## src/hdl/gpco_regs.svh

```systemverilog
// Register offsets, field positions and reset values of the GPIO port.
// Assumes it is included by the package and the port module.
`ifndef GPCO_REGS_SVH
`define GPCO_REGS_SVH
`define GPCO_ADDR_W     2
`define GPCO_OFS_PIN    2'h0
`define GPCO_OFS_DIR    2'h1
`define GPCO_OFS_DRIVE  2'h2
`define GPCO_OFS_CTRL   2'h3
`define GPCO_PUD_BIT    0
`define GPCO_RST_DIR    1'b0
`define GPCO_RST_DRIVE  1'b0
`define GPCO_RST_PUD    1'b0
`define GPCO_WIDTH      8
`define GPCO_MAX_WIDTH  32
`endif

```

## src/hdl/gpco_pkg.sv

```systemverilog
// Types shared by the GPIO port files.
// Assumes gpco_regs.svh sits beside it.
`include "gpco_regs.svh"
package gpco_pkg;
  typedef enum logic [`GPCO_ADDR_W-1:0] {
    GPCO_PIN   = `GPCO_OFS_PIN,
    GPCO_DIR   = `GPCO_OFS_DIR,
    GPCO_DRIVE = `GPCO_OFS_DRIVE,
    GPCO_CTRL  = `GPCO_OFS_CTRL
  } gpco_reg_t;
endpackage : gpco_pkg

```

## src/hdl/gpco_port.sv

```systemverilog
// One GPIO port: direction, drive, pull-up, input clamp and overrides.
// Assumes a register master on clock and pads resolved by the bench.
`timescale 1ns/1ps
`default_nettype none
`include "gpco_regs.svh"
module gpco_port
  import gpco_pkg::*;
#(
  parameter int WIDTH = `GPCO_WIDTH
) (
  // Clock and reset
  input  wire logic                   clock,
  input  wire logic                   rst,
  // Register port
  input  wire logic [`GPCO_ADDR_W-1:0] reg_addr,
  input  wire logic [WIDTH-1:0]       reg_wdata,
  input  wire logic                   reg_wr,
  input  wire logic                   reg_rd,
  output var  logic [WIDTH-1:0]       reg_rdata,
  // Pads
  input  wire logic [WIDTH-1:0]       pad_in,
  output var  logic [WIDTH-1:0]       pad_out,
  output var  logic [WIDTH-1:0]       pad_oe_n,
  output var  logic [WIDTH-1:0]       pullup_en,
  // Alternate function overrides
  input  wire logic [WIDTH-1:0]       pullup_override_enable,
  input  wire logic [WIDTH-1:0]       pullup_override_value,
  input  wire logic [WIDTH-1:0]       dir_override_enable,
  input  wire logic [WIDTH-1:0]       dir_override_value,
  input  wire logic [WIDTH-1:0]       outval_override_enable,
  input  wire logic [WIDTH-1:0]       outval_override_value,
  input  wire logic [WIDTH-1:0]       toggle_override_enable,
  input  wire logic [WIDTH-1:0]       input_en_override_enable,
  input  wire logic [WIDTH-1:0]       input_en_override_value,
  output var  logic [WIDTH-1:0]       alt_func_input,
  // Sleep and external interrupts
  input  wire logic                   sleep,
  input  wire logic [WIDTH-1:0]       ext_int_en,
  input  wire logic [WIDTH-1:0]       ext_int_edge_cfg,
  output var  logic [WIDTH-1:0]       ext_int_flag_set
);

  if (WIDTH < 1 || WIDTH > `GPCO_MAX_WIDTH) begin : g_chk
    $error("gpco_port: WIDTH out of range");
  end

  typedef struct packed {
    logic [WIDTH-1:0] drive;
    logic [WIDTH-1:0] dir;
    logic             global_pullup_disable;
    logic [WIDTH-1:0] rdata;
    logic [WIDTH-1:0] pad_out;
    logic [WIDTH-1:0] pad_oe_n;
    logic [WIDTH-1:0] pullup_en;
    logic             sleep_q;
    logic [WIDTH-1:0] wake_pend1;
    logic [WIDTH-1:0] wake_pend2;
    logic [WIDTH-1:0] int_flag;
  } gpco_state_t;

  gpco_state_t      st;
  gpco_state_t      next_st;
  logic [WIDTH-1:0] input_en;
  logic [WIDTH-1:0] clamp_mask;
  logic [WIDTH-1:0] pin_input_bit;
  logic [WIDTH-1:0] drv_en;
  logic [WIDTH-1:0] toggled;

  function automatic logic [WIDTH-1:0] pu_calc(
    input logic [WIDTH-1:0] dir,
    input logic [WIDTH-1:0] drive,
    input logic             global_pullup_disable,
    input logic [WIDTH-1:0] ovr_en,
    input logic [WIDTH-1:0] ovr_val
  );
    logic [WIDTH-1:0] normal;
    normal = ~dir & drive & {WIDTH{~global_pullup_disable}};
    return (ovr_en & ovr_val) | (~ovr_en & normal);
  endfunction : pu_calc

  // Input enable and clamp, ahead of the synchronizer
  always_comb begin
    clamp_mask = {WIDTH{sleep}} & ~ext_int_en;
    input_en = (input_en_override_enable & input_en_override_value)
             | (~input_en_override_enable & ~clamp_mask);
    alt_func_input = pad_in & input_en;
  end

  gpco_pin_sync #(
    .WIDTH (WIDTH)
  ) u_sync (
    .clock     (clock),
    .rst       (rst),
    .pad_level (alt_func_input),
    .pin_level (pin_input_bit)
  );

  always_comb begin
    next_st = st;
    next_st.rdata = '0;
    toggled = '0;
    if (reg_wr) begin
      unique case (gpco_reg_t'(reg_addr))
        GPCO_PIN:   toggled = reg_wdata;
        GPCO_DIR:   next_st.dir = reg_wdata;
        GPCO_DRIVE: next_st.drive = reg_wdata;
        GPCO_CTRL:  next_st.global_pullup_disable = reg_wdata[`GPCO_PUD_BIT];
      endcase
    end
    next_st.drive = next_st.drive ^ toggled
                  ^ toggle_override_enable;
    if (reg_rd) begin
      unique case (gpco_reg_t'(reg_addr))
        GPCO_PIN:   next_st.rdata = pin_input_bit;
        GPCO_DIR:   next_st.rdata = st.dir;
        GPCO_DRIVE: next_st.rdata = st.drive;
        GPCO_CTRL:  next_st.rdata[`GPCO_PUD_BIT] = st.global_pullup_disable;
      endcase
    end
    // Pads follow the new register values so a write reaches them at once
    drv_en = (dir_override_enable & dir_override_value)
           | (~dir_override_enable & next_st.dir);
    next_st.pad_oe_n = ~drv_en;
    next_st.pad_out = drv_en
      & ((outval_override_enable & outval_override_value)
       | (~outval_override_enable & next_st.drive));
    next_st.pullup_en = pu_calc(next_st.dir, next_st.drive,
                                next_st.global_pullup_disable, pullup_override_enable,
                                pullup_override_value);
    // Clamp released on wake gives a rise that an edge trigger sees
    next_st.sleep_q = sleep;
    next_st.wake_pend1 = {WIDTH{st.sleep_q & ~sleep}}
                       & ~ext_int_en & ext_int_edge_cfg
                       & ~input_en_override_enable;
    next_st.wake_pend2 = st.wake_pend1;
    next_st.int_flag = st.wake_pend2 & pin_input_bit;
  end

  always_ff @(posedge clock or posedge rst) begin
    if (rst) begin
      st <= '0;
      st.pad_oe_n <= '1;
    end else begin
      st <= next_st;
    end
  end

  always_comb begin
    reg_rdata = st.rdata;
    pad_out = st.pad_out;
    pad_oe_n = st.pad_oe_n;
    pullup_en = st.pullup_en;
    ext_int_flag_set = st.int_flag;
  end
endmodule : gpco_port
`default_nettype wire

```

## src/hdl/gpco_pin_sync.sv

```systemverilog
// Pin level synchronizer: falling-edge catch then rising-edge register.
// Assumes pad levels arrive asynchronously to clock.
`timescale 1ns/1ps
`default_nettype none
`include "gpco_regs.svh"
module gpco_pin_sync #(
  parameter int WIDTH = `GPCO_WIDTH
) (
  // Clock and reset
  input  wire logic             clock,
  input  wire logic             rst,
  // Levels
  input  wire logic [WIDTH-1:0] pad_level,
  output var  logic [WIDTH-1:0] pin_level
);
  logic [WIDTH-1:0] sync_latch;

  // Same value a high-transparent latch holds after the fall
  always_ff @(negedge clock or posedge rst) begin
    if (rst) begin
      sync_latch <= '0;
    end else begin
      sync_latch <= pad_level;
    end
  end

  always_ff @(posedge clock or posedge rst) begin
    if (rst) begin
      pin_level <= '0;
    end else begin
      pin_level <= sync_latch;
    end
  end
endmodule : gpco_pin_sync
`default_nettype wire

```

## config.mk

```make
export PLATFORM = sky130hd
export DESIGN_NAME = gpco_port
export DESIGN_NICKNAME = d
export VERILOG_FILES = /design/src/hdl/gpco_pkg.sv /design/src/hdl/gpco_port.sv /design/src/hdl/gpco_pin_sync.sv
export VERILOG_INCLUDE_DIRS = /design/src /design/src/hdl
export SDC_FILE = /design/constraint.sdc
export NUM_CORES = 1
export LEC_CHECK = 0
export BUFFER_PORTS_ARGS = -buffer_cell sky130_fd_sc_hd__buf_2
export CORE_ASPECT_RATIO = 0.75
export CORE_UTILIZATION = 52
export DETAILED_ROUTE_END_ITERATION = 7
export PLACE_DENSITY = 0.93
export SETUP_SLACK_MARGIN = 0.5
export SLEW_MARGIN = 15
export SYNTH_ARGS = -nofsm -noshare
export SYNTH_HDL_FRONTEND = slang
export SYNTH_HIERARCHICAL = 1
export SYNTH_SLANG_ARGS = --single-unit
```

## constraint.sdc

```tcl
create_clock -name clock -period 4.08 [get_ports clock]
set_input_delay 0.816 -clock clock [delete_from_list [all_inputs] [get_ports clock]]
set_output_delay 0.816 -clock clock [all_outputs]
set_load 0.05 [all_outputs]
```

After elaboration in Yosys (flattened, before gate mapping). Index checks and enable logic that the tools add are counted.

Bits in registers: 90. Input port bits: 111. Logic and storage cells: 60.

Equal/unequal tests: 3. Mux-type cells: 9. Bitwise logic cells: 34. Reductions and logical operators: 1.

Operators by type and width (number): $and A8 B8 Y8 (17); $not A8 Y8 (8); $mux W8 (5); $or A8 B8 Y8 (4); $pmux W7 S3 (1); $mux W17 (1); $xor A8 B8 Y8 (2); $eq A2 B2 Y1 const B (2); $pmux W1 S4 (1); $eq A2 B1 Y1 const B (1); $logic_not A2 Y1 (1); $not A1 Y1 (2); $and A1 B1 Y1 (1); $mux W1 (1).

Longest topological paths before layout. Gate-level depths: netlist (run 1).

Word-level depth: 9. Mapped depth: 7. Depth with buffers taken out: 5.

Hierarchy. The synthesis (run 1) kept the hierarchy.

By module, submodules not included: gpco_port (times used 1, cells each 312, area an instance 3560.9 µm², seq. area each 1861.8 µm²); gpco_pin_sync (times used 1, cells each 17, area an instance 404.1 µm², seq. area each 400.4 µm²).

==> flow_summary_export.csv, run 1 <==
group,metric,value,unit
power_and_ir_drop,clock_power_share,0.267,
detailed_routing,num_vias,2805,
placed_design,dpl.hpwl,6.56,mm
detailed_routing,wirelength,8.74,mm
sta,hold_violations,0,
die,std_cell_rows,27,
setup_path,path_class,"input pin to register",
final_layout,syn2layout_area_growth,22.2,%
final_layout,fin_nets,563,
final_layout,fillerInstances,577,
synth,synth-edff-count,0,
flow_run,drv_cap,0,
global_route,grt_first_pass_wirelength,13.5,mm
sta,tns,0,ps
die,ios,159,
die,die_w,103,um
setup_path,start_kind,"input pin",
clock_tree,hold_buffers,0,
final_layout,diodes,0,
synth,async_flop_share,1.00,
synth,avgSynthCellArea,12.1,sq um
power_and_ir_drop,p_sw,771,uW
setup_path,cp_cell_sequence,"buf_2, inv_1, o21ai_0, a31oi_4",
setup_path,crit_family,"compound AO/OA/AOI/OAI gates",
synth,yosysSeqAreaShare,0.571,
power_and_ir_drop,powerDensity,469,nW/um^2
die,dieArea,7980,sq um
detailed_routing,post_drt_wl_per_cell,15.7,um
placed_design,portBuffers,158,
setup_path,crit_arrival,1390,ps
sta,grt_setup_unrepaired,"no",
clock_tree,cts_max_path_buffers,2,
clock_tree,post_cts_buffers,0,
synth,yosysWarnings,6,
clock_tree,clk_latency,360,ps
detailed_routing,drcViolationCount,0,
clock_tree,cts_buffers,9,
power_and_ir_drop,power_frac_comb,0.266,
sta,worstMarginPinSlew,688,ps
hold_path,hp-class,"register to register",
synth,synth.most_common_cell,"dfrtp_1",
power_and_ir_drop,p_leak,2.61,nW
synth,synth_top_area_frac,0.467,
clock_tree,cts.sinks,90,
sta,slew_violations,0,
die,initial_utilization,0.538,
die,core_region_area,7360,sq um
synth,synth_common_cells,"dfrtp_1 (74), buf_4 (41), inv_1 (34), o21ai_0 (23)",
setup_path,crit_path_end_kind,"register",
synth,synth_compound_area_frac,0.104,
synth,synth_fp_nets,440,
setup_path,ff2ff_setup_slack,1610,ps
setup_path,slowest_stage,"o21ai_0",
setup_path,reg2reg_from,"u_sync/sync_latch[1]",
global_route,antenna_found_initial,0,
setup_path,reg2reg_depth,0,
power_and_ir_drop,swShare,0.339,
setup_path,worst-path-buf-inv,2,
setup_path,max_stage_delay,350,ps
sta,slew_headroom,0.541,
synth,syn-cell-area,3970,sq um
synth,ys_seq_elements,90,
final_layout,drive_gt1_frac,0.477,
setup_path,critical_path_peak_fanout,2,
global_route,grt_pass1_vias,2887,
detailed_routing,viasPerCell,5.03,
synth,postSynthCellCount,329,
synth,ys.flop_type,"dfrtp_1",
power_and_ir_drop,seqPwrFrac,0.467,
detailed_routing,route.antenna.remaining_nets,0,
global_route,grt_usage,0.233,
placed_design,place.gp.congestion,0.792,
synth,synth_cell_types,31,
clock_tree,clk_pin_slew_worst_paths,90,ps
synth,synthSimpleGateAreaFrac,0.0950,
die,die_h,77.6,um
detailed_routing,first_iter_violations,66,
power_and_ir_drop,ir_drop,0.247,mV
setup_path,r2r-end,"u_sync/pin_level[1]",
synth,synthAdderAreaFrac,0,
sta,fin_skew,16.6,ps
clock_tree,cts_max_level,3,
synth,synthMuxAreaShare,0.0865,
setup_path,path_depth,4,
synth,synthXorXnorAreaFrac,0.0196,
power_and_ir_drop,finalPower,2.27,mW
sta,setup_viol,0,
global_route,grt_overflow,0,
synth,synth_top_area_cell,"dfrtp_1",
synth,synth_top_family_by_area,"buffers and inverters",
clock_tree,cts_tree,"yes",
power_and_ir_drop,internal_power,1.50,mW
global_route,grt_start_max_net_pins,41,
status,status,"finished clean",
setup_path,critPathLaunch,"input_en_override_enable[2]",
synth,ys_top_cells_by_area,"dfrtp_1 (47%), buf_4 (7.8%), mux2_4 (6.1%), dfstp_2 (5.3%), dfrtn_1 (5.0%)",
setup_path,cp_data_required_time,2200,ps
detailed_routing,dr.pass1.iters,5,
setup_path,endpoint,"u_sync/sync_latch[2]",
clock_tree,cts_root_buf,"clkbuf_8",
clock_tree,cts.repair.resized,0,
[power groups by stage]
stage,registers [mW],logic (mW),clock network (mW)
floorplan,1.06,0.511,0
global route,1.08,0.650,0.662
detailed placement,1.08,0.604,0
finish,1.06,0.605,0.608
global placement,1.07,0.583,0
CTS,1.06,0.607,0.631
[logic make-up after synthesis]
family,after synthesis
mux,25
flops,90
compound gates,63
buf+inv,82
simple gates,61
xor+xnor,8
[metal layers]
layer / vias to the layer above / global-route usage / part of all wire
met5: - / 0 / 0
met4: 0 / 0.0845 / 0.013
met3: 12 / 0.0622 / 0.065
met2: 131 / 0.423 / 0.52
met1: 1359 / 0.259 / 0.40
li1: 1303 / - / -
[cell type report]
class | instances | area, sq um | area share
clock buffer | 10 | 128 | 0.0263
sequential | 90 | 2260 | 0.467
inverter | 35 | 133 | 0.0274
timing repair buffer | 159 | 798 | 0.165
clock inverter | 6 | 72.6 | 0.0150
multi-input combinational | 157 | 1330 | 0.274
tap | 101 | 126 | 0.0261
[cell usage in the layout, fill, tap and decap left out, drive strengths merged]
cell	count
mux2	16
xor2	8
clkinv	3
clkinvlp	1
nand2b	10
mux2i	8
a31oi	8
mux4	1
and2	16
nand3	1
inv	36
dfrtp	74
o211a	8
nand2	8
nor4b	8
dfrtn	8
o21ai	39
clkbuf	10
buf	159
a22o	8
nor2	9
bufinv	1
nor2b	1
dfstp	8
nor3	8
[worst min path at each step]
stage,startpoint,endpoint,slack (ps),cells past startpoint
after floorplan,next_st[10],st[10],330,0
after global placement,next_st[15],st[15],330,0
after detailed placement,next_st[8],st[8],330,0
after CTS,next_st[9],st[9],360,0
after global routing,next_st[8],st[8],370,0
final,next_st[13],st[13],350,0
[flip-flops by register name, summed over array words and instances, names as in the netlist]
name / count
u_sync/sync_latch: 8
pad_oe_n: 8
pad_out: 8
next_st: 8
st: 26
pullup_en: 8
reg_rdata: 8
ext_int_flag_set: 8
u_sync/pin_level: 8
[metrics by stage]
| step | instances | worst slack, ps | instance area (sq um) | hold WS [ps] | utilization |
|---|---|---|---|---|---|
| floorplan | 329 | 511 | 4090 | 331 | - |
| global placement | 542 | 549 | 4650 | 331 | 0.631 |
| detailed placement | 542 | 425 | 4650 | 335 | 0.631 |
| CTS | 558 | 797 | 4850 | 356 | 0.658 |
| global route | 558 | 753 | 4850 | 368 | 0.658 |
| finish | 558 | 802 | 4850 | 355 | 0.658 |
No activity file was read; power rests on OpenSTA's default activity.
==> run 2: changes to the inputs <==
--- a/config.mk
+++ b/config.mk
@@ -8,9 +8,9 @@
 export LEC_CHECK = 0
 export BUFFER_PORTS_ARGS = -buffer_cell sky130_fd_sc_hd__buf_2
 export CORE_ASPECT_RATIO = 0.75
-export CORE_UTILIZATION = 52
+export CORE_UTILIZATION = 48
 export DETAILED_ROUTE_END_ITERATION = 7
-export PLACE_DENSITY = 0.93
+export PLACE_DENSITY = 0.87
 export SETUP_SLACK_MARGIN = 0.5
 export SLEW_MARGIN = 15
 export SYNTH_ARGS = -nofsm -noshare
==> constraint.sdc (replaced) <==
create_clock -name clock -period 3.05 [get_ports clock]
set_input_delay 0.61 -clock clock [delete_from_list [all_inputs] [get_ports clock]]
set_output_delay 0.61 -clock clock [all_outputs]
set_load 0.05 [all_outputs]
==> run 2 against run 1 <==
Against the previous run:
- worst setup slack lost 210 ps
- count of clock-buffer cells in the layout is the same
- hold slack lost 150 ps
- largest power group unchanged
- flip-flop and latch count is the same
- utilization shrank 4.2 points
- critical path depth shrank 2
- global-route usage shrank 2.9 points
- power grew 34%
==> flow_summary_export.csv, run 2 (same netlist as run 1, synthesis figures left out) <==
group,metric,value,unit
die,initial_utilization,0.499,
clock_tree,cts.repair.resized,0,
sta,hold_violations,0,
die,std_cell_rows,28,
global_route,grt_first_pass_wirelength,13.0,mm
power_and_ir_drop,internal_power,2.02,mW
setup_path,max_stage_delay,340,ps
setup_path,worst-path-buf-inv,1,
sta,slew_violations,0,
setup_path,critical_path_peak_fanout,10,
clock_tree,cts_buffers,9,
setup_path,crit_path_end_kind,"register",
final_layout,drive_gt1_frac,0.514,
power_and_ir_drop,powerDensity,623,nW/um^2
die,die_h,80.7,um
global_route,grt_pass1_vias,2776,
global_route,antenna_found_initial,0,
global_route,grt_usage,0.204,
power_and_ir_drop,finalPower,3.05,mW
die,core_region_area,7950,sq um
detailed_routing,first_iter_violations,103,
detailed_routing,drcViolationCount,0,
final_layout,fin_nets,565,
detailed_routing,wirelength,8.55,mm
detailed_routing,top_layer,"met4",
hold_path,hp-class,"input pin to async pin",
die,ios,159,
detailed_routing,num_vias,2762,
status,status,"finished clean",
final_layout,final_common_cell,"buf_2",
final_layout,multi_input_area,1360,sq um
clock_tree,cts_tree,"yes",
placed_design,dpl.hpwl,6.53,mm
placed_design,place.gp.congestion,0.774,
setup_path,path_class,"input pin to register",
final_layout,syn2layout_area_growth,23.5,%
detailed_routing,dr.pass1.iters,4,
setup_path,crit_family,"buffers and inverters",
final_layout,fillerInstances,633,
setup_path,slowest_stage,"buf_2",
die,dieArea,8630,sq um
sta,slew_headroom,0.567,
power_and_ir_drop,p_leak,2.62,nW
detailed_routing,dr_wl_met3,719,um
clock_tree,cts_max_path_buffers,2,
sta,grt_setup_unrepaired,"no",
detailed_routing,route.met2.wl,4.26,mm
power_and_ir_drop,swShare,0.339,
detailed_routing,viasPerCell,4.90,
final_layout,utilization,0.616,
clock_tree,clk_pin_slew_worst_paths,90,ps
power_and_ir_drop,seqPwrFrac,0.464,
sta,worst_slack,591,ps
clock_tree,cts_max_level,3,
sta,fin_skew,16.0,ps
die,die_w,107,um
final_layout,max_flop_register,"st",
global_route,grt_start_max_net_pins,31,
clock_tree,post_cts_buffers,0,
clock_tree,cts_root_buf,"clkbuf_8",
detailed_routing,wl_met1,3.40,mm
clock_tree,clk_latency,350,ps
setup_path,cp_data_required_time,1690,ps
detailed_routing,route.antenna.remaining_nets,0,
sta,tns,0,ps
placed_design,portBuffers,158,
final_layout,layoutNonFillerInstCount,564,
final_layout,largest_reg_flops,26,
detailed_routing,post_drt_wl_per_cell,15.2,um
placed_design,post-place-cells,548,
flow_run,drv_cap,0,
clock_tree,hold_buffers,0,
power_and_ir_drop,power_frac_comb,0.269,
final_layout,seqCellArea,2260,sq um
placed_design,place_ws,238,ps
sta,worstMarginPinSlew,649,ps
global_route,grt_overflow,0,
setup_path,cp_cell_sequence,"buf_2, a31oi_4",
sta,setup_viol,0,
power_and_ir_drop,ir_drop,0.278,mV
power_and_ir_drop,clock_power_share,0.267,
final_layout,diodes,0,
setup_path,start_kind,"input pin",
final_layout,most-common-layout-cells,"buf_2 (158), dfrtp_1 (74), inv_1 (25)",
setup_path,crit_arrival,1090,ps
clock_tree,cts.sinks,90,
power_and_ir_drop,p_sw,1.04,mW
==> run 2: cell count changes in the layout (fill, tap and decap cells not counted), sizes merged <==
| cell | change |
|---|---|
| buf | +2 |
| clkinv | -1 |
| clkinvlp | +1 |
==> run 2: per-layer routing <==
metal / GRT usage / vias to the layer above
met4: 0.0795 / 0
met3: 0.0641 / 15
met2: 0.361 / 138
met5: 0 / -
met1: 0.233 / 1296
li1: - / 1313
==> run 2: path summary, 6_finish.rpt <==
path / startpoint / end / slack [ps] / cells after the start
worst max-delay path: sleep / u_sync/sync_latch[7] / 590 / 2
worst min-delay path: rst / st[10] / 210 / 2
worst max register to register: u_sync/sync_latch[3] / u_sync/pin_level[3] / 1090 / 0
worst min register to register: next_st[10] / st[10] / 350 / 0
max in group asynchronous: rst / u_sync/sync_latch[7] / 960 / 2
min in group clock: next_st[10] / st[10] / 350 / 0
==> run 2: power by group through the flow <==
| stage | Sequential [mW] | Combinational (mW) | Clock (mW) |
|---|---|---|---|
| 2_1_floorplan | 1.42 | 0.690 | 0 |
| 3_3_place_gp | 1.43 | 0.795 | 0 |
| 3_5_place_dp | 1.44 | 0.824 | 0 |
| 4_1_cts | 1.42 | 0.829 | 0.846 |
| 5_1_grt | 1.43 | 0.879 | 0.896 |
| 6_report | 1.42 | 0.820 | 0.814 |
==> run 2: cell type report <==
cell class | count | area share
tap | 105 | 0.0268
clock buffer | 10 | 0.0261
inverter | 35 | 0.0271
timing repair buffer | 161 | 0.166
multi-input combinational | 157 | 0.277
clock inverter | 6 | 0.0151
sequential | 90 | 0.462
==> run 2: through the flow <==
step           area (sq um)  hold WS [ps]
3_3_place_gp           4700           333
4_1_cts                4900           199
5_1_grt                4900           207
6_report               4900           209
2_1_floorplan          4140           331
3_5_place_dp           4700           335
